### config.mk
export PLATFORM = sky130hd
export DESIGN_NAME = rtu_reset_trap
export DESIGN_NICKNAME = d
export VERILOG_FILES = /design/src/pkg/rtu_pkg.sv /design/src/verilog/rtu_reset_trap.sv
export SDC_FILE = /design/constraint.sdc
export NUM_CORES = 1
export LEC_CHECK = 0
export ABC_AREA = 1
export BUFFER_PORTS_ARGS = -buffer_cell sky130_fd_sc_hd__buf_2
export CORE_MARGIN = 1.5
export CORE_UTILIZATION = 30
export CTS_CLUSTER_DIAMETER = 50
export DETAILED_ROUTE_END_ITERATION = 8
export HOLD_SLACK_MARGIN = 0.08
export SLEW_MARGIN = 30
export SYNTH_ARGS = -nofsm -noshare
export SYNTH_HDL_FRONTEND = slang
export SYNTH_SLANG_ARGS = --single-unit
export TNS_END_PERCENT = 1
### constraint.sdc
create_clock -name clk_i -period 3.8 [get_ports clk_i]
set_input_delay 0.19 -clock clk_i [delete_from_list [all_inputs] [get_ports clk_i]]
set_output_delay 0.19 -clock clk_i [all_outputs]
set_load 0.05 [all_outputs]
### src/pkg/rtu_pkg.sv
// Constants, types and register map for the reset and trap unit.
// Assumes a 32-bit classic Wishbone slave on a single 50 MHz clock.
package rtu_pkg;

  localparam logic [23:0] RESET_VECTOR = 24'h000000;
  localparam logic [15:0] STACK_FLOOR = 16'h0800;
  localparam logic [15:0] STACK_LIMIT_RST = 16'hFFFE;
  localparam logic [3:0] PRIO_ALL_OFF = 4'h7;
  localparam logic [3:0] PRIO_MATH = 4'hB;
  localparam logic [3:0] PRIO_ADDR = 4'hC;
  localparam logic [3:0] PRIO_STACK = 4'hD;
  localparam logic [3:0] PRIO_OSC = 4'hE;
  localparam logic [3:0] PRIO_HARD_MIN = 4'hC;
  localparam int PRIO_TOP_BIT = 3;
  localparam logic [4:0] MAX_SHIFT = 5'h10;

  // Word byte offsets
  localparam logic [7:0] ADR_CTRL = 8'h00;
  localparam logic [7:0] ADR_STATUS = 8'h04;
  localparam logic [7:0] ADR_STACK_LIMIT = 8'h08;
  localparam logic [7:0] ADR_RESET_CTRL = 8'h0C;
  localparam logic [7:0] ADR_PRIO = 8'h10;

  // Control fields
  localparam int CTRL_OVA_EN = 0;
  localparam int CTRL_OVB_EN = 1;
  localparam int CTRL_COV_EN = 2;
  localparam int CTRL_ACK = 3;
  localparam logic [3:0] CTRL_RST = 4'h0;

  // Status / reset control field positions
  localparam int ST_MATH = 0;
  localparam int ST_ADDR = 1;
  localparam int ST_STACK = 2;
  localparam int ST_OSC = 3;
  localparam int RC_TRAP_CONFLICT = 15;
  localparam int RC_ILLEGAL = 14;
  localparam int RC_WATCHDOG = 4;
  localparam int RC_UNINIT_W = 9;
  localparam int RC_BROWNOUT = 1;
  localparam int RC_POWERON = 0;
  localparam int RC_EXTERNAL = 7;
  localparam int RC_LOCKOUT = 8;
  localparam logic [15:0] RESET_CTRL_RST = 16'h0001;

  typedef enum logic [1:0] {RTU_RUN, RTU_RESET, RTU_FETCH_JUMP, RTU_TRAP} rtu_state_type;

  // Per-instruction event report from the pipeline
  typedef struct packed {
    logic valid;
    logic flushed;
    logic illegal_op;
    logic uninit_w_ptr;
    logic div_zero;
    logic ovf_a31;
    logic ovf_b31;
    logic guard_used;
    logic ovf_a39;
    logic ovf_b39;
    logic sat_off;
    logic is_shift;
    logic [4:0] shift_amt;
  } rtu_exec_type;

  // Data, fetch and stack address events
  typedef struct packed {
    logic data_acc;
    logic word_acc;
    logic [15:0] data_addr;
    logic dual_space;
    logic y_access;
    logic data_unimpl;
    logic x_in_range;
    logic y_in_range;
    logic prog_data_unimpl;
    logic fetch_vector;
    logic pc_load;
    logic pc_unimpl;
    logic sp_load;
    logic [15:0] sp_value;
    logic vector_invalid;
  } rtu_addr_type;

  typedef struct packed {
    rtu_state_type state;
    logic [3:0] ctrl;
    logic [3:0] trap_pend;
    logic [3:0] cur_trap_prio;
    logic hard_active;
    logic [15:0] stack_limit;
    logic [15:0] reset_ctrl;
    logic [3:0] cpu_priority_level;
    logic core_reset;
    logic [23:0] pc;
    logic pc_load;
    logic trap_req;
    logic [3:0] trap_prio;
    logic [31:0] dat;
    logic ack;
    logic err;
  } rtu_state_reg_type;

endpackage

### src/verilog/rtu_reset_trap.sv
// Reset sequencing and trap detection beside the core pipeline.
// Assumes pipeline event inputs are on clk_i; reset pins are asynchronous.
//
// What this block does
// - Any reset clears state, PC to zero
// - Execute jump word, continue at target
// - Eight reset sources vector to reset
// - Watchdog timeout resets the device
// - Uninitialised pointer register use resets
// - Unused opcode execution resets
// - Flushed illegal opcode raises nothing
// - Brown-out detection resets the device
// - Simultaneous traps cause lockout reset
// - Traps non-maskable, levels 8-15, top bit
// - Level 7 masks interrupts, traps still
// - Invalid trap vector raises address error
// - Offending instruction completes before trap, except divide by zero
// - Divide by zero aborts, math trap
// - Enabled bit-31 overflow, no guard: math trap
// - Enabled bit-39 overflow, no saturation: math
// - Oversize shift amount takes math trap
// - Misaligned, unimplemented, vector fetch: address trap
// - Dual-space: other space is unimplemented
// - Jump or PC load to unimplemented: address
// - Stack pointer above limit: stack error
// - Stack pointer below floor: stack error
// - Math 11, address 12, stack 13, osc 14
// - Hard trap conflict resets, sets flag 15
//
// The Wishbone register port and the register offsets are this design's own decisions.
module rtu_reset_trap #(
  parameter int ADDR_W = 8
) (
  input wire logic clk_i,
  input wire logic rst_i,
  input wire logic ext_reset_i,
  input wire logic poweron_reset_i,
  input wire logic brownout_reset_i,
  input wire logic watchdog_timeout_i,
  input wire logic osc_fail_i,
  input wire rtu_pkg::rtu_exec_type exec_i,
  input wire rtu_pkg::rtu_addr_type addr_i,
  input wire logic [23:0] jump_target_i,
  input wire logic jump_valid_i,
  input wire logic trap_return_i,
  input wire logic [31:0] wb_adr_i,
  input wire logic [31:0] wb_dat_i,
  input wire logic [3:0] wb_sel_i,
  input wire logic wb_we_i,
  input wire logic wb_cyc_i,
  input wire logic wb_stb_i,
  output logic [31:0] wb_dat_o,
  output logic wb_ack_o,
  output logic wb_err_o,
  output logic core_reset_o,
  output logic [23:0] pc_o,
  output logic pc_load_o,
  output logic trap_req_o,
  output logic [3:0] trap_prio_o,
  output logic [3:0] cpu_priority_level_o,
  output logic irq_enable_o,
  output logic abort_op_o
);

  // Offsets reach 0x10, so five address bits at least
  if (ADDR_W < 5 || ADDR_W > 32)
  begin : g_addr_w_check
    $error("rtu_reset_trap: ADDR_W out of range");
  end

  ////////////////////////////////////////////////////////////////////////////
  // Pin synchronisers
  // Async pins; only the second flop is read

  logic [4:0] pin_meta_r;
  logic [4:0] pin_sync_r;

  always_ff @(posedge clk_i)
  begin
    if (rst_i)
    begin
      pin_meta_r <= 5'h00;
      pin_sync_r <= 5'h00;
    end
    else
    begin
      pin_meta_r <= {osc_fail_i, watchdog_timeout_i, brownout_reset_i, poweron_reset_i, ext_reset_i};
      pin_sync_r <= pin_meta_r;
    end
  end

  logic ext_s, por_s, bor_s, wdt_s, osc_s;
  assign ext_s = pin_sync_r[0];
  assign por_s = pin_sync_r[1];
  assign bor_s = pin_sync_r[2];
  assign wdt_s = pin_sync_r[3];
  assign osc_s = pin_sync_r[4];

  ////////////////////////////////////////////////////////////////////////////
  // Event detection
  // Pipeline events share clk_i, so no sync

  rtu_pkg::rtu_state_reg_type s_r;
  rtu_pkg::rtu_state_reg_type s_nxt;

  logic ex_ok;
  logic illegal_ev, uninit_ev, math_ev, addr_ev, stack_ev, osc_ev;
  logic misaligned, unimpl_data;
  logic [3:0] new_traps;
  logic multi_trap;
  logic [3:0] top_prio;
  logic hard_conflict;

  always_comb
  begin
    // Flushed instructions raise nothing
    // suppress flushed opcode
    ex_ok = exec_i.valid && !exec_i.flushed;
    illegal_ev = ex_ok && exec_i.illegal_op;
    uninit_ev = ex_ok && exec_i.uninit_w_ptr;
    math_ev = ex_ok && (exec_i.div_zero
      || (s_r.ctrl[rtu_pkg::CTRL_OVA_EN] && exec_i.ovf_a31 && !exec_i.guard_used)
      || (s_r.ctrl[rtu_pkg::CTRL_OVB_EN] && exec_i.ovf_b31 && !exec_i.guard_used)
      || (s_r.ctrl[rtu_pkg::CTRL_COV_EN] && (exec_i.ovf_a39 || exec_i.ovf_b39) && exec_i.sat_off)
      || (exec_i.is_shift && exec_i.shift_amt > rtu_pkg::MAX_SHIFT));
    misaligned = addr_i.data_acc && addr_i.word_acc && addr_i.data_addr[0];
    unimpl_data = addr_i.data_acc && (addr_i.dual_space
      ? (addr_i.y_access ? !addr_i.y_in_range : !addr_i.x_in_range)
      : addr_i.data_unimpl);
    addr_ev = misaligned || unimpl_data || addr_i.prog_data_unimpl || addr_i.fetch_vector
      || (addr_i.pc_load && addr_i.pc_unimpl) || addr_i.vector_invalid;
    stack_ev = addr_i.sp_load && (addr_i.sp_value > s_r.stack_limit
      || addr_i.sp_value < rtu_pkg::STACK_FLOOR);
    osc_ev = osc_s;
    new_traps = {osc_ev, stack_ev, addr_ev, math_ev};
    multi_trap = (new_traps & (new_traps - 4'h1)) != 4'h0;
    if (osc_ev)
      top_prio = rtu_pkg::PRIO_OSC;
    else if (stack_ev)
      top_prio = rtu_pkg::PRIO_STACK;
    else if (addr_ev)
      top_prio = rtu_pkg::PRIO_ADDR;
    else
      top_prio = rtu_pkg::PRIO_MATH;
    // equal or lower hard trap while hard pending
    hard_conflict = s_r.hard_active && (new_traps != 4'h0)
      && top_prio >= rtu_pkg::PRIO_HARD_MIN && top_prio <= s_r.cur_trap_prio;
  end

  ////////////////////////////////////////////////////////////////////////////
  // Next state
  // Internal resets reuse the power-up path

  logic rst_src;
  logic wb_hit;
  logic [ADDR_W-1:0] offs;

  always_comb
  begin
    s_nxt = s_r;
    s_nxt.pc_load = 1'b0;
    s_nxt.ack = 1'b0;
    s_nxt.err = 1'b0;
    offs = wb_adr_i[ADDR_W-1:0];
    rst_src = ext_s || por_s || bor_s || wdt_s || illegal_ev || uninit_ev
      || multi_trap || hard_conflict;
    unique case (s_r.state)
      rtu_pkg::RTU_RUN:
      begin
        if (new_traps != 4'h0 && !multi_trap)
        begin
          s_nxt.state = rtu_pkg::RTU_TRAP;
          s_nxt.trap_req = 1'b1;
          s_nxt.trap_prio = top_prio;
          s_nxt.cur_trap_prio = top_prio;
          s_nxt.hard_active = top_prio >= rtu_pkg::PRIO_HARD_MIN;
          s_nxt.trap_pend = s_r.trap_pend | new_traps;
          s_nxt.cpu_priority_level = top_prio;
        end
      end
      rtu_pkg::RTU_TRAP:
      begin
        s_nxt.trap_req = 1'b0;
        s_nxt.trap_pend = s_r.trap_pend | new_traps;
        if (trap_return_i)
        begin
          s_nxt.state = rtu_pkg::RTU_RUN;
          s_nxt.hard_active = 1'b0;
          s_nxt.cur_trap_prio = 4'h0;
          s_nxt.cpu_priority_level = rtu_pkg::PRIO_ALL_OFF & 4'h0;
        end
      end
      rtu_pkg::RTU_RESET:
      begin
        s_nxt.core_reset = 1'b0;
        s_nxt.pc = rtu_pkg::RESET_VECTOR;
        s_nxt.pc_load = 1'b1;
        s_nxt.state = rtu_pkg::RTU_FETCH_JUMP;
      end
      rtu_pkg::RTU_FETCH_JUMP:
      begin
        if (jump_valid_i)
        begin
          s_nxt.pc = jump_target_i;
          s_nxt.pc_load = 1'b1;
          s_nxt.state = rtu_pkg::RTU_RUN;
        end
      end
    endcase
    // One registered ack or err per request
    wb_hit = wb_cyc_i && wb_stb_i && !s_r.ack && !s_r.err;
    if (wb_hit)
    begin
      unique case (offs)
        ADDR_W'(rtu_pkg::ADR_CTRL):
        begin
          s_nxt.ack = 1'b1;
          if (wb_we_i && wb_sel_i[0])
          begin
            s_nxt.ctrl = {1'b0, wb_dat_i[2:0]};
            if (wb_dat_i[rtu_pkg::CTRL_ACK])
              s_nxt.trap_pend = 4'h0;
          end
          s_nxt.dat = {28'h0000000, s_r.ctrl};
        end
        ADDR_W'(rtu_pkg::ADR_STATUS):
        begin
          s_nxt.ack = 1'b1;
          if (wb_we_i && wb_sel_i[0])
            s_nxt.trap_pend = s_r.trap_pend & ~wb_dat_i[3:0];
          s_nxt.dat = {28'h0000000, s_r.trap_pend};
        end
        ADDR_W'(rtu_pkg::ADR_STACK_LIMIT):
        begin
          s_nxt.ack = 1'b1;
          if (wb_we_i && wb_sel_i[0])
            s_nxt.stack_limit[7:0] = wb_dat_i[7:0];
          if (wb_we_i && wb_sel_i[1])
            s_nxt.stack_limit[15:8] = wb_dat_i[15:8];
          s_nxt.dat = {16'h0000, s_r.stack_limit};
        end
        ADDR_W'(rtu_pkg::ADR_RESET_CTRL):
        begin
          s_nxt.ack = 1'b1;
          if (wb_we_i && wb_sel_i[0])
            s_nxt.reset_ctrl[7:0] = s_r.reset_ctrl[7:0] & ~wb_dat_i[7:0];
          if (wb_we_i && wb_sel_i[1])
            s_nxt.reset_ctrl[15:8] = s_r.reset_ctrl[15:8] & ~wb_dat_i[15:8];
          s_nxt.dat = {16'h0000, s_r.reset_ctrl};
        end
        ADDR_W'(rtu_pkg::ADR_PRIO):
        begin
          s_nxt.ack = 1'b1;
          // level written outside traps
          // Trap entry in this cycle keeps its level
          if (wb_we_i && wb_sel_i[0] && s_r.state != rtu_pkg::RTU_TRAP && s_nxt.state != rtu_pkg::RTU_TRAP)
            s_nxt.cpu_priority_level = {1'b0, wb_dat_i[2:0]};
          s_nxt.dat = {28'h0000000, s_r.cpu_priority_level};
        end
        default:
        begin
          s_nxt.err = 1'b1;
          s_nxt.dat = 32'h00000000;
        end
      endcase
    end
    // Set wins: a trap event beats a same-cycle clear
    if (s_r.state == rtu_pkg::RTU_RUN || s_r.state == rtu_pkg::RTU_TRAP)
      s_nxt.trap_pend = s_nxt.trap_pend | new_traps;
    if (rst_src)
    begin
      s_nxt.state = rtu_pkg::RTU_RESET;
      s_nxt.core_reset = 1'b1;
      s_nxt.trap_req = 1'b0;
      s_nxt.trap_pend = 4'h0;
      s_nxt.hard_active = 1'b0;
      s_nxt.cur_trap_prio = 4'h0;
      s_nxt.cpu_priority_level = 4'h0;
      s_nxt.pc = rtu_pkg::RESET_VECTOR;
      s_nxt.ctrl = rtu_pkg::CTRL_RST;
      if (hard_conflict)
        s_nxt.reset_ctrl[rtu_pkg::RC_TRAP_CONFLICT] = 1'b1;
      if (illegal_ev)
        s_nxt.reset_ctrl[rtu_pkg::RC_ILLEGAL] = 1'b1;
      if (uninit_ev)
        s_nxt.reset_ctrl[rtu_pkg::RC_UNINIT_W] = 1'b1;
      if (wdt_s)
        s_nxt.reset_ctrl[rtu_pkg::RC_WATCHDOG] = 1'b1;
      if (bor_s)
        s_nxt.reset_ctrl[rtu_pkg::RC_BROWNOUT] = 1'b1;
      if (por_s)
        s_nxt.reset_ctrl[rtu_pkg::RC_POWERON] = 1'b1;
      if (ext_s)
        s_nxt.reset_ctrl[rtu_pkg::RC_EXTERNAL] = 1'b1;
      if (multi_trap)
        s_nxt.reset_ctrl[rtu_pkg::RC_LOCKOUT] = 1'b1;
    end
  end

  ////////////////////////////////////////////////////////////////////////////
  // State register
  // Reset branch loads constants only

  always_ff @(posedge clk_i)
  begin
    if (rst_i)
    begin
      s_r <= '0;
      s_r.state <= rtu_pkg::RTU_RESET;
      s_r.core_reset <= 1'b1;
      s_r.stack_limit <= rtu_pkg::STACK_LIMIT_RST;
      s_r.reset_ctrl <= rtu_pkg::RESET_CTRL_RST;
      s_r.pc <= rtu_pkg::RESET_VECTOR;
    end
    else
      s_r <= s_nxt;
  end

  // Irq enable is a registered compare; trap_top bit follows the level
  logic irq_en_r;
  logic abort_r;

  always_ff @(posedge clk_i)
  begin
    if (rst_i)
    begin
      irq_en_r <= 1'b0;
      abort_r <= 1'b0;
    end
    else
    begin
      irq_en_r <= s_nxt.cpu_priority_level < rtu_pkg::PRIO_ALL_OFF;
      abort_r <= ex_ok && exec_i.div_zero;
    end
  end

  // All outputs come straight from registers
  assign wb_dat_o = s_r.dat;
  assign wb_ack_o = s_r.ack;
  assign wb_err_o = s_r.err;
  assign core_reset_o = s_r.core_reset;
  assign pc_o = s_r.pc;
  assign pc_load_o = s_r.pc_load;
  assign trap_req_o = s_r.trap_req;
  assign trap_prio_o = s_r.trap_prio;
  assign cpu_priority_level_o = s_r.cpu_priority_level;
  assign irq_enable_o = irq_en_r;
  assign abort_op_o = abort_r;

endmodule

Word-level counts from Yosys, hierarchy flattened
Cells that the tools add are included.
- flip-flop bits (word level): 127
- bits of input ports: 166
- output and inout port bits: 71
- logic and storage cells: 171
- $add $sub $neg: 1
- magnitude comparators: 6
- eq/ne operators: 12
- multiplexer cells: 47
- bitwise gates (word level): 10
- reductions and logical operators: 72
- operators with widths (operator ; count):
    $pmux W16 S5 ; 1
    $pmux W25 S2 ; 1
    $mux W4 ; 9
    $mux W31 ; 1
    $logic_and A1 B1 Y1 ; 28
    $mux W25 ; 1
    $mux W20 ; 1
    $logic_or A1 B1 Y1 ; 19
    $pmux W9 S2 ; 1
    $reduce_and A3 Y1 ; 6
    $and A8 B8 Y8 ; 2
    $eq A8 B4 Y1 const B ; 2
    $gt A16 B16 Y1 ; 1
    $lt A16 B12 Y1 const B ; 1
    $mux W16 ; 1
    $mux W8 ; 2
    $not A8 Y8 ; 2
    $pmux W4 S2 ; 2
    $mux W1 ; 14
    $mux W3 ; 4
    $mux W5 ; 2
    $ne A2 B2 Y1 const B ; 5
    $mux W9 ; 1
    $and A4 B4 Y4 ; 2
    23 further kinds ; 39

Depth between registers and ports, before layout
Gate-level depths: netlist of the first run.
- depth in word-level cells: 24
- mapped depth: 28
- mapped depth without buffers: 28

Least setup slack after synthesis of the first run
No wires, ideal clock.
- path kind: register to register
- start: register s_r[100] in the netlist's numbering
- end: register s_r (netlist bit pc_o[10])
- arrival: 2.647 ns
- required time: 3.679 ns
- path slack: 1.032 ns
- stages on the path, launching flop included: 24
- path buffers: 1
- path through: dfxtp_1 inv_1 ha_1 nand2_2 nor3_2 nand2_1 nand2_1 nand2_2 nand2_4 nand2_8 nand2_2 clkinv_2 nor2_1 inv_1 ha_1 a21oi_1 o21bai_1 nand2_1 nand4_2 nand3_2 nor2_4 inv_2 buf_6 a21oi_2
- cells in the longest elaborated chain, start to end: 10
- elaborated cells between the ends (all ways): 17
- those cells by class: add/sub: 1; order compare: 3; mux: 2; bitwise: 1; reduce/logical: 10
- RTL lines (item ; RTL line ; text):
    start: declaration ; rtu_reset_trap.sv:103 ; rtu_pkg::rtu_state_reg_type s_r;
    start signal: assignment ; rtu_reset_trap.sv:316 ; s_r <= s_nxt;
    $gt A16 B16 Y1 * ; rtu_reset_trap.sv:132 ; stack_ev = addr_i.sp_load && (addr_i.sp_value > s_r.stack_limit
    $logic_or A1 B1 Y1 * ; rtu_reset_trap.sv:133 ; || addr_i.sp_value < rtu_pkg::STACK_FLOOR);
    $logic_and A1 B1 Y1 * ; rtu_reset_trap.sv:132 ;
    $mux W3 * ; rtu_reset_trap.sv:139 ; else if (stack_ev)
    $mux W3 * ; rtu_reset_trap.sv:137 ; if (osc_ev)
    named net top_prio[1] ; rtu_reset_trap.sv:111 ; logic [3:0] top_prio;
    $ge A4 B4 Y1 ; rtu_reset_trap.sv:147 ; && top_prio >= rtu_pkg::PRIO_HARD_MIN && top_prio <= s_r.cur_trap_prio;
    $logic_and A1 B1 Y1 ; rtu_reset_trap.sv:147 ;
    $logic_and A1 B1 Y1 * ; rtu_reset_trap.sv:147 ;
    $logic_or A1 B1 Y1 * ; rtu_reset_trap.sv:166 ; || multi_trap || hard_conflict;
    $reduce_or A2 Y1 (no line) * ; n/a ;
Mark *: on every way through the listed nets, which the timed path passes. The rest lies on a longest branch.
A chain may end at the register's enable or synchronous reset.

Worst setup path in the final report of the first run
- start: register s_r[100] in the netlist's numbering
- end: register s_r (netlist bit pc_o[4])
Same word-level chain as after synthesis.

==> impl_summary.log, run 1 <==
[metrics] area taken by multi-input logic gates: approximately 2800 sq um
[metrics] launching point of the worst reg2reg path: s_r[100]
[metrics] pin count of the biggest net entering global routing: just over 40
[metrics] maximum level of the CTS H-tree: 3
[metrics] DP HPWL: between 10 and 15 mm
[metrics] WL/cell: 13.5 microns
[metrics] switching component of the power: 0.767 mW
[metrics] buffers inserted during post-CTS setup optimization: 0
[metrics] #FFs+latches synth: 111
[metrics] count of max-cap constraint violations: 0
[metrics] area grow syn2layout: 19.7%
[metrics] count of synthesis-stage warnings from yosys: 0
[metrics] gpl congestion: between 0.8 and 0.9
[metrics] fillers: about 2100
[metrics] number of buffers created by CTS: 9
[metrics] average via count per standard cell: roughly 4.6
[metrics] total internal power: between 1.5 and 2 mW
[metrics] cell type contributing the most total cell area after synthesis: sky130_fd_sc_hd__dfxtp_1
[metrics] final net count: between 1000 and 1500
[metrics] fraction of power consumed by the clock network: 0.393
[metrics] area fraction of the dominant cell type after synthesis: 0.370
[metrics] setup TNS after final layout: 0 ns
[metrics] ranking of synthesized cells by area: sky130_fd_sc_hd__dfxtp_1 37%, sky130_fd_sc_hd__buf_4 8.0%, sky130_fd_sc_hd__nand2_1 7.1%
[metrics] clock tree from TritonCTS: done
[metrics] required time worst endpoint: just over 4 ns
[metrics] crit path setup slack, layout: between 0.4 and 0.5 ns
[metrics] Tmin final: around 3.3 ns
[metrics] hold endpoint: pc_o[7]
[metrics] sequential fraction of design power: 0.459
[metrics] leakage power of the design: 3.29 nW
[metrics] Initial Util: 0.308
[metrics] Worst Tran Pin Value: 0.798 ns
[metrics] number of global-route vias before repair: between 5000 and 6000
[metrics] Setup Skew: between 0.009 and 0.01 ns
[metrics] first-pass iteration count of the detailed router: 4
[metrics] capturing element type of the critical path: flip-flop
[metrics] routed wire length: 15.9 mm
[metrics] most frequent cells in the layout: 163 x sky130_fd_sc_hd__buf_2, 114 x sky130_fd_sc_hd__nand2_1, 111 x sky130_fd_sc_hd__dfxtp_1
[metrics] endpoint of the worst register-to-register path: pc_o[4]
[metrics] area of all placed cells without fillers: between 7000 and 8000 sq um
[metrics] status: completed
[metrics] remaining max-slew budget at the tightest pin: 0.467
[metrics] row count: 51
[metrics] Crit path largest cell delay: 0.33 ns
[metrics] number of DRC markers after the initial detailed-route iteration: between 150 and 200
[metrics] die width: 145 microns
[metrics] largest fanout on the critical path: 24
[metrics] buffers from clock root to sink, at most: 2
[metrics] count of unresolved DRC violations after routing: 0
[metrics] synth unique cells: 49
[metrics] clock transition time at the flip-flop clock pins of the worst setup and hold paths: approximately 0.08 ns
[metrics] Placeable Area: roughly 20000 sq um
[metrics] commonest register cell after synthesis: sky130_fd_sc_hd__dfxtp_1
[metrics] layout cells sized above 1: 0.277
[metrics] arrival time at the worst endpoint: roughly 3.5 ns
[metrics] type of origin of the critical path: flip-flop
[metrics] type of the worst min-delay path: input port to flip-flop
[metrics] maximum frequency from static timing analysis: slightly above 300 MHz
[metrics] cell depth of the worst flop-to-flop path: 23
[metrics] source-to-sink clock delay at the later pin of the worst-skew pair: 0.36 ns
[metrics] most common cell after layout, fill and taps aside: sky130_fd_sc_hd__buf_2
[metrics] number of clock sinks seen by CTS: ~110
[metrics] Vias: 5366
[metrics] full die area: between 20000 and 25000 sq um
[metrics] overflow left after global routing: 0
[metrics] area of the mapped netlist: roughly 6000 sq um
[metrics] sequential standard cell area: roughly 2200 sq um
[metrics] number of nets with antenna violations after routing: 0
[metrics] cell count after synthesis: about 780
[metrics] final setup violation count: 0
[metrics] cell depth of the worst min-delay path: 3
[metrics] Port Buffer Count: between 150 and 200
[metrics] initial antenna violation count: 1
[metrics] crit path cell chain: inv_1, ha_1, nand2_2, nor3_2, nand2_1, nand2_1, nand2_2, nand2_4, nand2_8, nand2_2, clkinv_2, nor2_1, inv_1, ha_1, a21oi_1, o21bai_1, nand2_1, nand4_2, nand3_2, nor2_4, inv_2, buf_4, a21oi_1
[metrics] number of enable flip-flop cells after synthesis: 0
[metrics] Comb pwr share: 0.148
[metrics] post-synthesis area per instance: ~7.7 sq um
[metrics] buffers plus inverters on the worst setup path: 5
[metrics] Hold Violations, Final: 0
[metrics] register area share after synthesis: 0.370
[metrics] asr flop ratio synth: 0
[metrics] wire length of the first global-routing pass: roughly 25 mm
[metrics] Net Sw Frac: 0.295
[metrics] root buffer cell: sky130_fd_sc_hd__clkbuf_16
[metrics] area post-placement: around 6700 sq um
[metrics] kind of cell adding the most delay to the critical path: simple AND/OR/NAND/NOR gates
[metrics] setup slack of the most critical reg-to-reg path: between 0.4 and 0.5 ns
[metrics] Pins Over Slew Limit: 0
[metrics] power density of the placed cells: around 360 nW/um^2
[metrics] Worst VDD drop: ~230 uV
[metrics] Slowest-stage cell, CP: sky130_fd_sc_hd__buf_4
[metrics] boundary pin count: 237
[metrics] RSZ-0062 raised after global routing: false
[metrics] origin of the worst min-delay path: jump_target_i[7]
[metrics] worst setup timing slack at the placement stage: ~0.46 ns
[metrics] post-route fraction of the period consumed by the critical path: 0.870
[metrics] critical path class: flip-flop to flip-flop
[metrics] Die H: 145 microns
[metrics] post-CTS sizing: 0
[metrics] GR Util All Layers: 0.154
[cells by family after synthesis]
family / count (synthesis) / share of synthesized area
buffers and inverters: 197 / 0.168
adders and majority gates: 23 / 0.0479
and+or+nand+nor: 281 / 0.228
AOI/OAI and AO/OA: 166 / 0.186
DFF: 111 / 0.370
other: 1 / 0.000624
[metrics by stage]
step | std cells | utilization | hold slack, ns | total power [mW]
3_5_place_dp | 1139 | 0.341 | 0.372 | 1.59
4_1_cts | 1175 | 0.368 | 0.0811 | 2.63
2_1_floorplan | 794 | - | 0.266 | 1.48
3_3_place_gp | 1139 | 0.341 | 0.369 | 1.59
6_report | 1176 | 0.368 | 0.0906 | 2.60
5_1_grt | 1175 | 0.368 | 0.0921 | 2.71
[final cells by class]
class,instances,share of cell area
Inverter,105,0.0550
Antenna cell,1,0.000348
Clock buffer,10,0.0318
Tap cell,265,0.0461
Clock inverter,6,0.0120
Timing Repair Buffer,192,0.151
Multi-Input combinational cell,486,0.395
Sequential cell,111,0.309
[power by group through the flow]
stage          sequential, mW  clock (mW)  combinational [mW]
6_report                 1.19        1.02               0.386
2_1_floorplan            1.23           0               0.248
3_3_place_gp             1.22           0               0.373
3_5_place_dp             1.22           0               0.374
4_1_cts                  1.19        1.05               0.390
5_1_grt                  1.20        1.09               0.425
[metal layers]
| metal | part of all wire | global-route usage | routed length, microns | vias to the layer above |
|---|---|---|---|---|
| met5 | 0 | 0 | 0 | - |
| met4 | 0.011 | 0.0409 | 174 | 0 |
| met3 | 0.062 | 0.0331 | 977 | 15 |
| li1 | - | - | - | 2768 |
| met2 | 0.47 | 0.268 | 7470 | 152 |
| met1 | 0.46 | 0.191 | 7250 | 2431 |
[flip-flops by register name, indices dropped and copies added (netlist names)]
register,cells
pin_meta_r,5
trap_prio_o,4
s_r,46
pc_load_o,1
core_reset_o,1
wb_err_o,1
cpu_priority_level_o,4
irq_enable_o,1
pin_sync_r,5
trap_req_o,1
abort_op_o,1
wb_dat_o,16
pc_o,24
wb_ack_o,1
[what timing repair did]
action / in CTS / in global routing
hold endpoints to repair: 25 / 0
hold buffers: 20 / 0
endpoints found under the setup margin: 0 / 0
[Yosys cell counts (2+ instances only)]
| cell | instances |
|---|---|
| sky130_fd_sc_hd__a21oi_1 | 37 |
| sky130_fd_sc_hd__nand3_1 | 46 |
| sky130_fd_sc_hd__dfxtp_1 | 111 |
| sky130_fd_sc_hd__a22o_1 | 6 |
| sky130_fd_sc_hd__a21oi_2 | 24 |
| sky130_fd_sc_hd__and3_1 | 2 |
| sky130_fd_sc_hd__nand3_2 | 4 |
| sky130_fd_sc_hd__buf_2 | 5 |
| sky130_fd_sc_hd__nand4_1 | 6 |
| sky130_fd_sc_hd__a211oi_1 | 9 |
| sky130_fd_sc_hd__nor3_2 | 2 |
| sky130_fd_sc_hd__o21ai_1 | 2 |
| sky130_fd_sc_hd__o22ai_1 | 4 |
| sky130_fd_sc_hd__clkbuf_1 | 18 |
| sky130_fd_sc_hd__nor4_1 | 4 |
| sky130_fd_sc_hd__nand2_1 | 114 |
| sky130_fd_sc_hd__o221ai_1 | 3 |
| sky130_fd_sc_hd__buf_4 | 64 |
| sky130_fd_sc_hd__a31oi_1 | 6 |
| sky130_fd_sc_hd__buf_6 | 3 |
| sky130_fd_sc_hd__nor3_1 | 13 |
| sky130_fd_sc_hd__nor2_1 | 62 |
| sky130_fd_sc_hd__nand2_2 | 9 |
| sky130_fd_sc_hd__a22oi_1 | 2 |
| sky130_fd_sc_hd__ha_1 | 23 |
| sky130_fd_sc_hd__buf_1 | 2 |
| sky130_fd_sc_hd__a21o_1 | 2 |
| sky130_fd_sc_hd__clkinv_1 | 3 |
| sky130_fd_sc_hd__nor2_4 | 2 |
| sky130_fd_sc_hd__inv_1 | 94 |
| sky130_fd_sc_hd__o211ai_1 | 41 |
| sky130_fd_sc_hd__inv_2 | 7 |
| sky130_fd_sc_hd__o21ai_0 | 25 |
| sky130_fd_sc_hd__nand2_4 | 6 |
| sky130_fd_sc_hd__nor2_2 | 4 |
[how the worst max path moves through the flow]
| stage | from | end | slack, ns | depth (start not counted) |
|---|---|---|---|---|
| floorplan | s_r[100] | pc_o[10] | 1.03 | 23 |
| global placement | s_r[86] | pc_o[7] | 0.53 | 27 |
| detailed placement | s_r[100] | pc_o[9] | 0.46 | 23 |
| CTS | s_r[100] | pc_o[9] | 0.46 | 23 |
| global route | s_r[90] | pc_o[9] | 0.14 | 25 |
| finish | s_r[100] | pc_o[4] | 0.50 | 23 |
[worst register-to-register path: stages (launching register included)]
cell	delay [ns]
sky130_fd_sc_hd__dfxtp_1	0.31
sky130_fd_sc_hd__inv_1	0.07
sky130_fd_sc_hd__ha_1	0.31
sky130_fd_sc_hd__nand2_2	0.07
sky130_fd_sc_hd__nor3_2	0.24
sky130_fd_sc_hd__nand2_1	0.08
sky130_fd_sc_hd__nand2_1	0.07
sky130_fd_sc_hd__nand2_2	0.06
sky130_fd_sc_hd__nand2_4	0.11
sky130_fd_sc_hd__nand2_8	0.09
sky130_fd_sc_hd__nand2_2	0.08
sky130_fd_sc_hd__clkinv_2	0.07
sky130_fd_sc_hd__nor2_1	0.12
sky130_fd_sc_hd__inv_1	0.06
sky130_fd_sc_hd__ha_1	0.29
sky130_fd_sc_hd__a21oi_1	0.17
sky130_fd_sc_hd__o21bai_1	0.08
sky130_fd_sc_hd__nand2_1	0.07
sky130_fd_sc_hd__nand4_2	0.15
sky130_fd_sc_hd__nand3_2	0.14
sky130_fd_sc_hd__nor2_4	0.06
sky130_fd_sc_hd__inv_2	0.07
sky130_fd_sc_hd__buf_4	0.33
sky130_fd_sc_hd__a21oi_1	0.09
Power figures use the tool's default switching activity.
==> run 2: changes to the inputs <==
==> constraint.sdc (replaced) <==
create_clock -name clk_i -period 3.8 [get_ports clk_i]
set_input_delay 0.38 -clock clk_i [delete_from_list [all_inputs] [get_ports clk_i]]
set_output_delay 0.38 -clock clk_i [all_outputs]
set_load 0.05 [all_outputs]
==> run 2 against run 1 <==
- global-route usage decreased by 0.16 points
- fmax increased by 4.0%
- count of clock-buffer cells in the layout unchanged
- sequential share of layout area increased by 0.97 points
- largest cell class unchanged
- largest power group unchanged
==> impl_summary.log, run 2 (synthesis gave the netlist of run 1 again) <==
[metrics] status: completed (unchanged)
[metrics] number of placed instances, taps included: 1139 (unchanged)
[metrics] Pins Over Slew Limit: 0 (unchanged)
[metrics] Port Buffer Count: 163 (unchanged)
[metrics] pin count of the biggest net entering global routing: 28 (was 41)
[metrics] Setup Skew: 0.0146 ns (was 0.00964 ns)
[metrics] leakage power of the design: 3.18 nW (was 3.29 nW)
[metrics] power density of the placed cells: 359 nW/um^2 (was 362 nW/um^2)
[metrics] arrival time at the worst endpoint: 3.41 ns (was 3.54 ns)
[metrics] Worst Setup EP: s_r[109] (was pc_o[4])
[metrics] remaining max-slew budget at the tightest pin: 0.389 (was 0.467)
[metrics] die width: 145 microns (unchanged)
[metrics] endpoint of the worst register-to-register path: s_r[109] (was pc_o[4])
[metrics] number of clock sinks seen by CTS: 111 (unchanged)
[metrics] final net count: 1074 (was 1094)
[metrics] final setup violation count: 0 (unchanged)
[metrics] type of origin of the critical path: flip-flop (unchanged)
[metrics] Hold Violations, Final: 0 (unchanged)
[metrics] RSZ-0062 raised after global routing: false (unchanged)
[metrics] WL/cell: 13.6 microns (was 13.5 microns)
[metrics] type of the worst min-delay path: input port to flip-flop (unchanged)
[metrics] setup TNS after final layout: 0 ns (unchanged)
[metrics] Die H: 145 microns (unchanged)
[metrics] number of DRC markers after the initial detailed-route iteration: 266 (was 198)
[metrics] number of non-filler instances in the completed layout: 1156 (was 1176)
[metrics] count of unresolved DRC violations after routing: 0 (unchanged)
[metrics] DP HPWL: 12.0 mm (about the same)
[metrics] cell count along the critical path: 27 (was 23)
[metrics] boundary pin count: 237 (unchanged)
[metrics] buffers plus inverters on the worst setup path: 5 (unchanged)
[metrics] required time worst endpoint: 4.04 ns (about the same)
[metrics] Worst Tran Pin Value: 0.912 ns (was 0.798 ns)
[metrics] post-route fraction of the period consumed by the critical path: 0.836 (was 0.870)
[metrics] start point of the critical path: s_r[86] (was s_r[100])
[metrics] initial antenna violation count: 1 (unchanged)
[metrics] Vias: 5315 (was 5366)
[metrics] GR Util All Layers: 0.152 (was 0.154)
[metrics] average via count per standard cell: 4.60 (was 4.56)
[metrics] root buffer cell: sky130_fd_sc_hd__clkbuf_16 (unchanged)
[metrics] layout cells sized above 1: 0.283 (was 0.277)
[metrics] Crit path largest cell delay: 0.36 ns (was 0.33 ns)
[metrics] full die area: 20900 sq um (unchanged)
[metrics] wire length of the first global-routing pass: 24.7 mm (was 25.0 mm)
[metrics] launching point of the worst reg2reg path: s_r[86] (was s_r[100])
[metrics] kind of cell adding the most delay to the critical path: simple AND/OR/NAND/NOR gates (unchanged)
[metrics] first-pass iteration count of the detailed router: 5 (was 4)
[metrics] buffers from clock root to sink, at most: 2 (unchanged)
[metrics] Slowest-stage cell, CP: sky130_fd_sc_hd__dfxtp_1 (was sky130_fd_sc_hd__buf_4)
[metrics] area post-placement: 6680 sq um (was 6670 sq um)
[metrics] largest fanout on the critical path: 13 (was 24)
[metrics] routed wire length: 15.7 mm (was 15.9 mm)
[metrics] CTS Hold Buffers Added: 0 (was 20)
[metrics] number of nets with antenna violations after routing: 0 (unchanged)
[metrics] most frequent cells in the layout: 163 x sky130_fd_sc_hd__buf_2, 114 x sky130_fd_sc_hd__nand2_1, 111 x sky130_fd_sc_hd__dfxtp_1 (unchanged)
[metrics] area taken by multi-input logic gates: 2840 sq um (about the same)
[metrics] cell depth of the worst flop-to-flop path: 27 (was 23)
[metrics] number of buffers created by CTS: 9 (unchanged)
[metrics] clock transition time at the flip-flop clock pins of the worst setup and hold paths: 0.08 ns (about the same)
[metrics] critical path class: flip-flop to flip-flop (unchanged)
[metrics] capturing element type of the critical path: flip-flop (unchanged)
[metrics] Worst path most repeated cell: sky130_fd_sc_hd__nand2_1
[metrics] setup slack of the most critical reg-to-reg path: 0.62 ns (was 0.50 ns)
[metrics] count of max-cap constraint violations: 0 (unchanged)
[metrics] Worst VDD drop: 252 uV (was 234 uV)
[metrics] number of flip-flops in the largest register: 46 (unchanged)
[metrics] Initial Util: 0.308 (unchanged)
[metrics] Placeable Area: 19500 sq um (unchanged)
[metrics] register with the most flip-flops: s_r (unchanged)
[metrics] Tmin final: 3.18 ns (was 3.30 ns)
[metrics] gpl congestion: 0.821 (was 0.814)
[metrics] maximum level of the CTS H-tree: 3 (unchanged)
[metrics] source-to-sink clock delay at the later pin of the worst-skew pair: 0.36 ns (about the same)
[metrics] buffers inserted during post-CTS setup optimization: 0 (unchanged)
[metrics] area grow syn2layout: 16.0% (was 19.7%)
[metrics] most common cell after layout, fill and taps aside: sky130_fd_sc_hd__buf_2 (unchanged)
[metrics] clock tree from TritonCTS: done (unchanged)
[metrics] post-CTS sizing: 0 (unchanged)
[metrics] maximum frequency from static timing analysis: 315 MHz (was 303 MHz)
[metrics] area of all placed cells without fillers: 6970 sq um (was 7190 sq um)
[metrics] sequential standard cell area: 2220 sq um (unchanged)
[metrics] fillers: 2114 (was 2075)
[metrics] overflow left after global routing: 0 (unchanged)
[metrics] row count: 51 (unchanged)
[metrics] number of global-route vias before repair: 4925 (was 5019)
[run 2: cell types whose count changed in the layout (fill, tap and decap cells not counted)]
cell                            previous run  this run
sky130_fd_sc_hd__inv_8                     2         1
sky130_fd_sc_hd__nor3_4                    2         1
sky130_fd_sc_hd__nor3_2                    1         2
sky130_fd_sc_hd__bufinv_16                 1         0
sky130_fd_sc_hd__inv_6                     1         2
sky130_fd_sc_hd__dlygate4sd3_1            20         0
sky130_fd_sc_hd__clkinvlp_4                0         1
sky130_fd_sc_hd__buf_12                    0         1
sky130_fd_sc_hd__buf_4                     9         8
[run 2: routing by layer]
layer / part of all wire / routed length, microns / GRT usage / vias to the layer above
met2: 0.47 / 7320 / 0.259 / 161
met3: 0.071 / 1110 / 0.0401 / 8
met5: 0 / 0 / 0 / -
met4: 0.011 / 180 / 0.0356 / 0
met1: 0.45 / 7060 / 0.191 / 2422
li1: - / - / - / 2724
[run 2: where the power goes]
group          internal, mW  switching, mW
Clock                 0.462          0.475
Combinational         0.108          0.265
Sequential             1.18         0.0103
[run 2: worst min-delay path by stage]
stage,slack (ns),end,start,cells after the start
after floorplan,0.39,pin_sync_r[0],pin_meta_r[0],2
after global routing,0.20,abort_op_o,exec_i[15],2
after CTS,0.19,abort_op_o,exec_i[15],2
final,0.20,abort_op_o,exec_i[15],2
after detailed placement,0.40,pin_sync_r[2],pin_meta_r[2],2
after global placement,0.40,pin_sync_r[2],pin_meta_r[2],2
[run 2: final cells by class]
cell class,count,area share
inverter,105,0.0567
multi-input combinational,486,0.407
antenna,1,0.000359
tap,265,0.0476
sequential,111,0.319
clock inverter,6,0.00879
clock buffer,10,0.0328
timing repair buffer,172,0.128
[run 2: stage by stage]
step / hold WS (ns) / utilization / total power [mW] / setup slack (ns)
final: 0.205 / 0.357 / 2.50 / 0.623
after global routing: 0.204 / 0.357 / 2.63 / 0.311
after CTS: 0.191 / 0.357 / 2.54 / 0.574
after detailed placement: 0.396 / 0.342 / 1.60 / 0.487
after global placement: 0.399 / 0.342 / 1.60 / 0.512
after floorplan: 0.388 / - / 1.48 / 0.993
==> run 3: changes to the inputs <==
==> constraint.sdc (replaced) <==
create_clock -name clk_i -period 2.9 [get_ports clk_i]
set_input_delay 0.29 -clock clk_i [delete_from_list [all_inputs] [get_ports clk_i]]
set_output_delay 0.29 -clock clk_i [all_outputs]
set_load 0.05 [all_outputs]
==> run 3 against run 2 <==
- critical path type unchanged
- cell area up 6.4%
- global-route usage rose by 0.47 points
- largest power group unchanged
- the run now ends with negative setup slack left
- total power increased by 36%
- die area unchanged
- flip-flop and latch count is the same
==> impl_summary.log, run 3 (synthesis gave the netlist of run 1 again) <==
[metrics] buffers from clock root to sink, at most: 2 (unchanged)
[metrics] Worst Tran Pin Value: 0.828 ns (was 0.912 ns)
[metrics] WL/cell: 13.5 microns (was 13.6 microns)
[metrics] Port Buffer Count: 163 (unchanged)
[metrics] violated checks: negative setup slack
[metrics] number of DRC markers after the initial detailed-route iteration: 244 (was 266)
[metrics] arrival time at the worst endpoint: 3.24 ns (was 3.41 ns)
[metrics] setup TNS after final layout: -0.855 ns (was 0 ns)
[metrics] Tot Pwr: 3.41 mW (was 2.50 mW)
[metrics] Initial Util: 0.308 (unchanged)
[metrics] routed wire length: 16.1 mm (was 15.7 mm)
[metrics] critical path class: flip-flop to flip-flop (unchanged)
[metrics] type of origin of the critical path: flip-flop (unchanged)
[metrics] Worst VDD drop: 272 uV (was 252 uV)
[metrics] overflow left after global routing: 0 (unchanged)
[metrics] endpoint of the worst register-to-register path: pc_o[3] (was s_r[109])
[metrics] number of clock sinks seen by CTS: 111 (unchanged)
[metrics] Placeable Area: 19500 sq um (unchanged)
[metrics] full die area: 20900 sq um (unchanged)
[metrics] count of max-cap constraint violations: 0 (unchanged)
[metrics] DP HPWL: 12.1 mm (was 12.0 mm)
[metrics] Hold Violations, Final: 0 (unchanged)
[metrics] post-route fraction of the period consumed by the critical path: 1.02 (was 0.836)
[metrics] first-pass iteration count of the detailed router: 5 (unchanged)
[metrics] most common cell after layout, fill and taps aside: sky130_fd_sc_hd__buf_2 (unchanged)
[metrics] required time worst endpoint: 3.20 ns (was 4.04 ns)
[metrics] remaining max-slew budget at the tightest pin: 0.445 (was 0.389)
[metrics] Setup Skew: 0.0107 ns (was 0.0146 ns)
[metrics] type of the worst min-delay path: input port to flip-flop (unchanged)
[metrics] cell depth of the worst flop-to-flop path: 23 (was 27)
[metrics] most frequent cells in the layout: 163 x sky130_fd_sc_hd__buf_2, 114 x sky130_fd_sc_hd__nand2_1, 109 x sky130_fd_sc_hd__dfxtp_1 (was 163 x sky130_fd_sc_hd__buf_2, 114 x sky130_fd_sc_hd__nand2_1, 111 x sky130_fd_sc_hd__dfxtp_1)
[metrics] number of non-filler instances in the completed layout: 1196 (was 1156)
[metrics] start point of the critical path: s_r[95] (was s_r[86])
[metrics] final net count: 1114 (was 1074)
[metrics] worst hold margin: 0.101 ns (was 0.205 ns)
[metrics] launching point of the worst reg2reg path: s_r[95] (was s_r[86])
[metrics] Pins Over Slew Limit: 0 (unchanged)
[metrics] setup slack of the most critical reg-to-reg path: -0.05 ns (was 0.62 ns)
[metrics] GR Util All Layers: 0.157 (was 0.152)
[metrics] clock tree from TritonCTS: done (unchanged)
[metrics] Worst Setup EP: pc_o[3] (was s_r[109])
[metrics] layout cells sized above 1: 0.327 (was 0.283)
[metrics] number of global-route vias before repair: 5300 (was 4925)
[metrics] status: complete, but fails checks (was completed)
[metrics] die width: 145 microns (unchanged)
[metrics] crit path setup slack, layout: -0.0454 ns (was 0.623 ns)
[metrics] largest fanout on the critical path: 12 (was 13)
[metrics] root buffer cell: sky130_fd_sc_hd__clkbuf_16 (unchanged)
[metrics] number of flip-flops in the largest register: 46 (unchanged)
[metrics] number of buffers created by CTS: 9 (unchanged)
[metrics] leakage power of the design: 3.42 nW (was 3.18 nW)
[metrics] Vias: 5462 (was 5315)
[metrics] maximum frequency from static timing analysis: 340 MHz (was 315 MHz)
[metrics] boundary pin count: 237 (unchanged)
[metrics] area grow syn2layout: 23.4% (was 16.0%)
[metrics] Tmin final: 2.95 ns (was 3.18 ns)
[metrics] gpl congestion: 0.836 (was 0.821)
[metrics] initial antenna violation count: 1 (unchanged)
[metrics] average via count per standard cell: 4.57 (was 4.60)
[metrics] maximum level of the CTS H-tree: 3 (unchanged)
[metrics] RSZ-0062 raised after global routing: true (was false)
[metrics] capturing element type of the critical path: flip-flop (unchanged)
[metrics] register with the most flip-flops: s_r (unchanged)
[metrics] row count: 51 (unchanged)
[metrics] Die H: 145 microns (unchanged)
[metrics] final setup violation count: 36 (was 0)
[metrics] number of placed instances, taps included: 1175 (was 1139)
[metrics] source-to-sink clock delay at the later pin of the worst-skew pair: 0.36 ns (about the same)
[metrics] power density of the placed cells: 460 nW/um^2 (was 359 nW/um^2)
[metrics] number of nets with antenna violations after routing: 0 (unchanged)
[metrics] wire length of the first global-routing pass: 25.6 mm (was 24.7 mm)
[metrics] pin count of the biggest net entering global routing: 41 (was 28)
[metrics] count of unresolved DRC violations after routing: 0 (unchanged)
[metrics] worst setup timing slack at the placement stage: -0.211 ns (was 0.487 ns)
[metrics] clock transition time at the flip-flop clock pins of the worst setup and hold paths: 0.08 ns (about the same)
-- run 3: changes by cell type in the layout (fill, tap and decap cells not counted), moves of 2 or more --
cell	delta
sky130_fd_sc_hd__a21oi_1	-4
sky130_fd_sc_hd__a21oi_2	+4
sky130_fd_sc_hd__buf_4	+37
sky130_fd_sc_hd__buf_6	+2
sky130_fd_sc_hd__dfxtp_1	-2
sky130_fd_sc_hd__dfxtp_2	+2
sky130_fd_sc_hd__ha_1	-3
sky130_fd_sc_hd__ha_4	+3
sky130_fd_sc_hd__inv_1	-2
-- run 3: power breakdown --
| group | internal (mW) | switching (mW) | total (mW) |
|---|---|---|---|
| sequential | 1.55 | 0.0139 | 1.56 |
| combinational | 0.163 | 0.358 | 0.521 |
| clock | 0.694 | 0.635 | 1.33 |
| total | 2.41 | 1.01 | 3.41 |
-- run 3: worst min path at each step --
stage             startpoint       endpoint  slack (ns)  depth (start not counted)
2_1_floorplan     exec_i[15]     abort_op_o        0.37                          1
3_3_place_gp   pin_meta_r[1]  pin_sync_r[1]        0.40                          2
3_5_place_dp   pin_meta_r[1]  pin_sync_r[1]        0.39                          2
4_1_cts           exec_i[15]     abort_op_o        0.09                          2
5_1_grt           exec_i[15]     abort_op_o        0.09                          2
6_report          exec_i[15]     abort_op_o        0.10                          2
-- run 3: through the flow --
| stage | utilization | instance area (sq um) |
|---|---|---|
| floorplan | - | 6070 |
| global placement | 0.356 | 6950 |
| detailed placement | 0.356 | 6950 |
| CTS | 0.377 | 7370 |
| global route | 0.380 | 7420 |
| finish | 0.380 | 7420 |
-- run 3: critical path, cell delays in order, from the launching register on --
cell and delay, ns:
sky130_fd_sc_hd__dfxtp_1 0.32, sky130_fd_sc_hd__inv_1 0.08, sky130_fd_sc_hd__ha_4 0.27, sky130_fd_sc_hd__nand4_1 0.14
sky130_fd_sc_hd__nor3_4 0.16, sky130_fd_sc_hd__nand2_1 0.07, sky130_fd_sc_hd__nand2_1 0.07, sky130_fd_sc_hd__nand2_2 0.06
sky130_fd_sc_hd__nand2_4 0.10, sky130_fd_sc_hd__nand2_8 0.06, sky130_fd_sc_hd__nand2_4 0.07, sky130_fd_sc_hd__clkinv_4 0.06
sky130_fd_sc_hd__nor2_4 0.09, sky130_fd_sc_hd__inv_2 0.05, sky130_fd_sc_hd__ha_4 0.26, sky130_fd_sc_hd__a21oi_1 0.06
sky130_fd_sc_hd__o21bai_1 0.13, sky130_fd_sc_hd__nand2_1 0.11, sky130_fd_sc_hd__nand4_4 0.10, sky130_fd_sc_hd__nand3_4 0.10
sky130_fd_sc_hd__nor2_4 0.16, sky130_fd_sc_hd__inv_4 0.08, sky130_fd_sc_hd__buf_12 0.15, sky130_fd_sc_hd__a21oi_1 0.11
-- run 3: layout make-up --
cell class | count | area [sq um]
Clock inverter | 6 | 83.8
Fill cell | 2084 | 12100
Timing Repair Buffer | 212 | 1220
Tap cell | 265 | 332
Inverter | 105 | 402
Clock buffer | 10 | 229
Sequential cell | 111 | 2220
Antenna cell | 1 | 2.50
Multi-Input combinational cell | 486 | 2920
-- run 3: repair_timing --
item,in CTS,in global routing
endpoints found under the hold margin,0,0
setup endpoints to repair,45,46
gates cloned,1,0
setup buffers,2,1
resized for setup,15,7
pin swaps,3,4
hold buffers,0,0
-- run 3: layer usage --
metal / vias up / global-route usage / routed length (microns)
met2: 162 / 0.275 / 7680
li1: 2805 / - / -
met1: 2488 / 0.194 / 7330
met5: - / 0 / 0
met3: 7 / 0.0348 / 994
met4: 0 / 0.0383 / 123
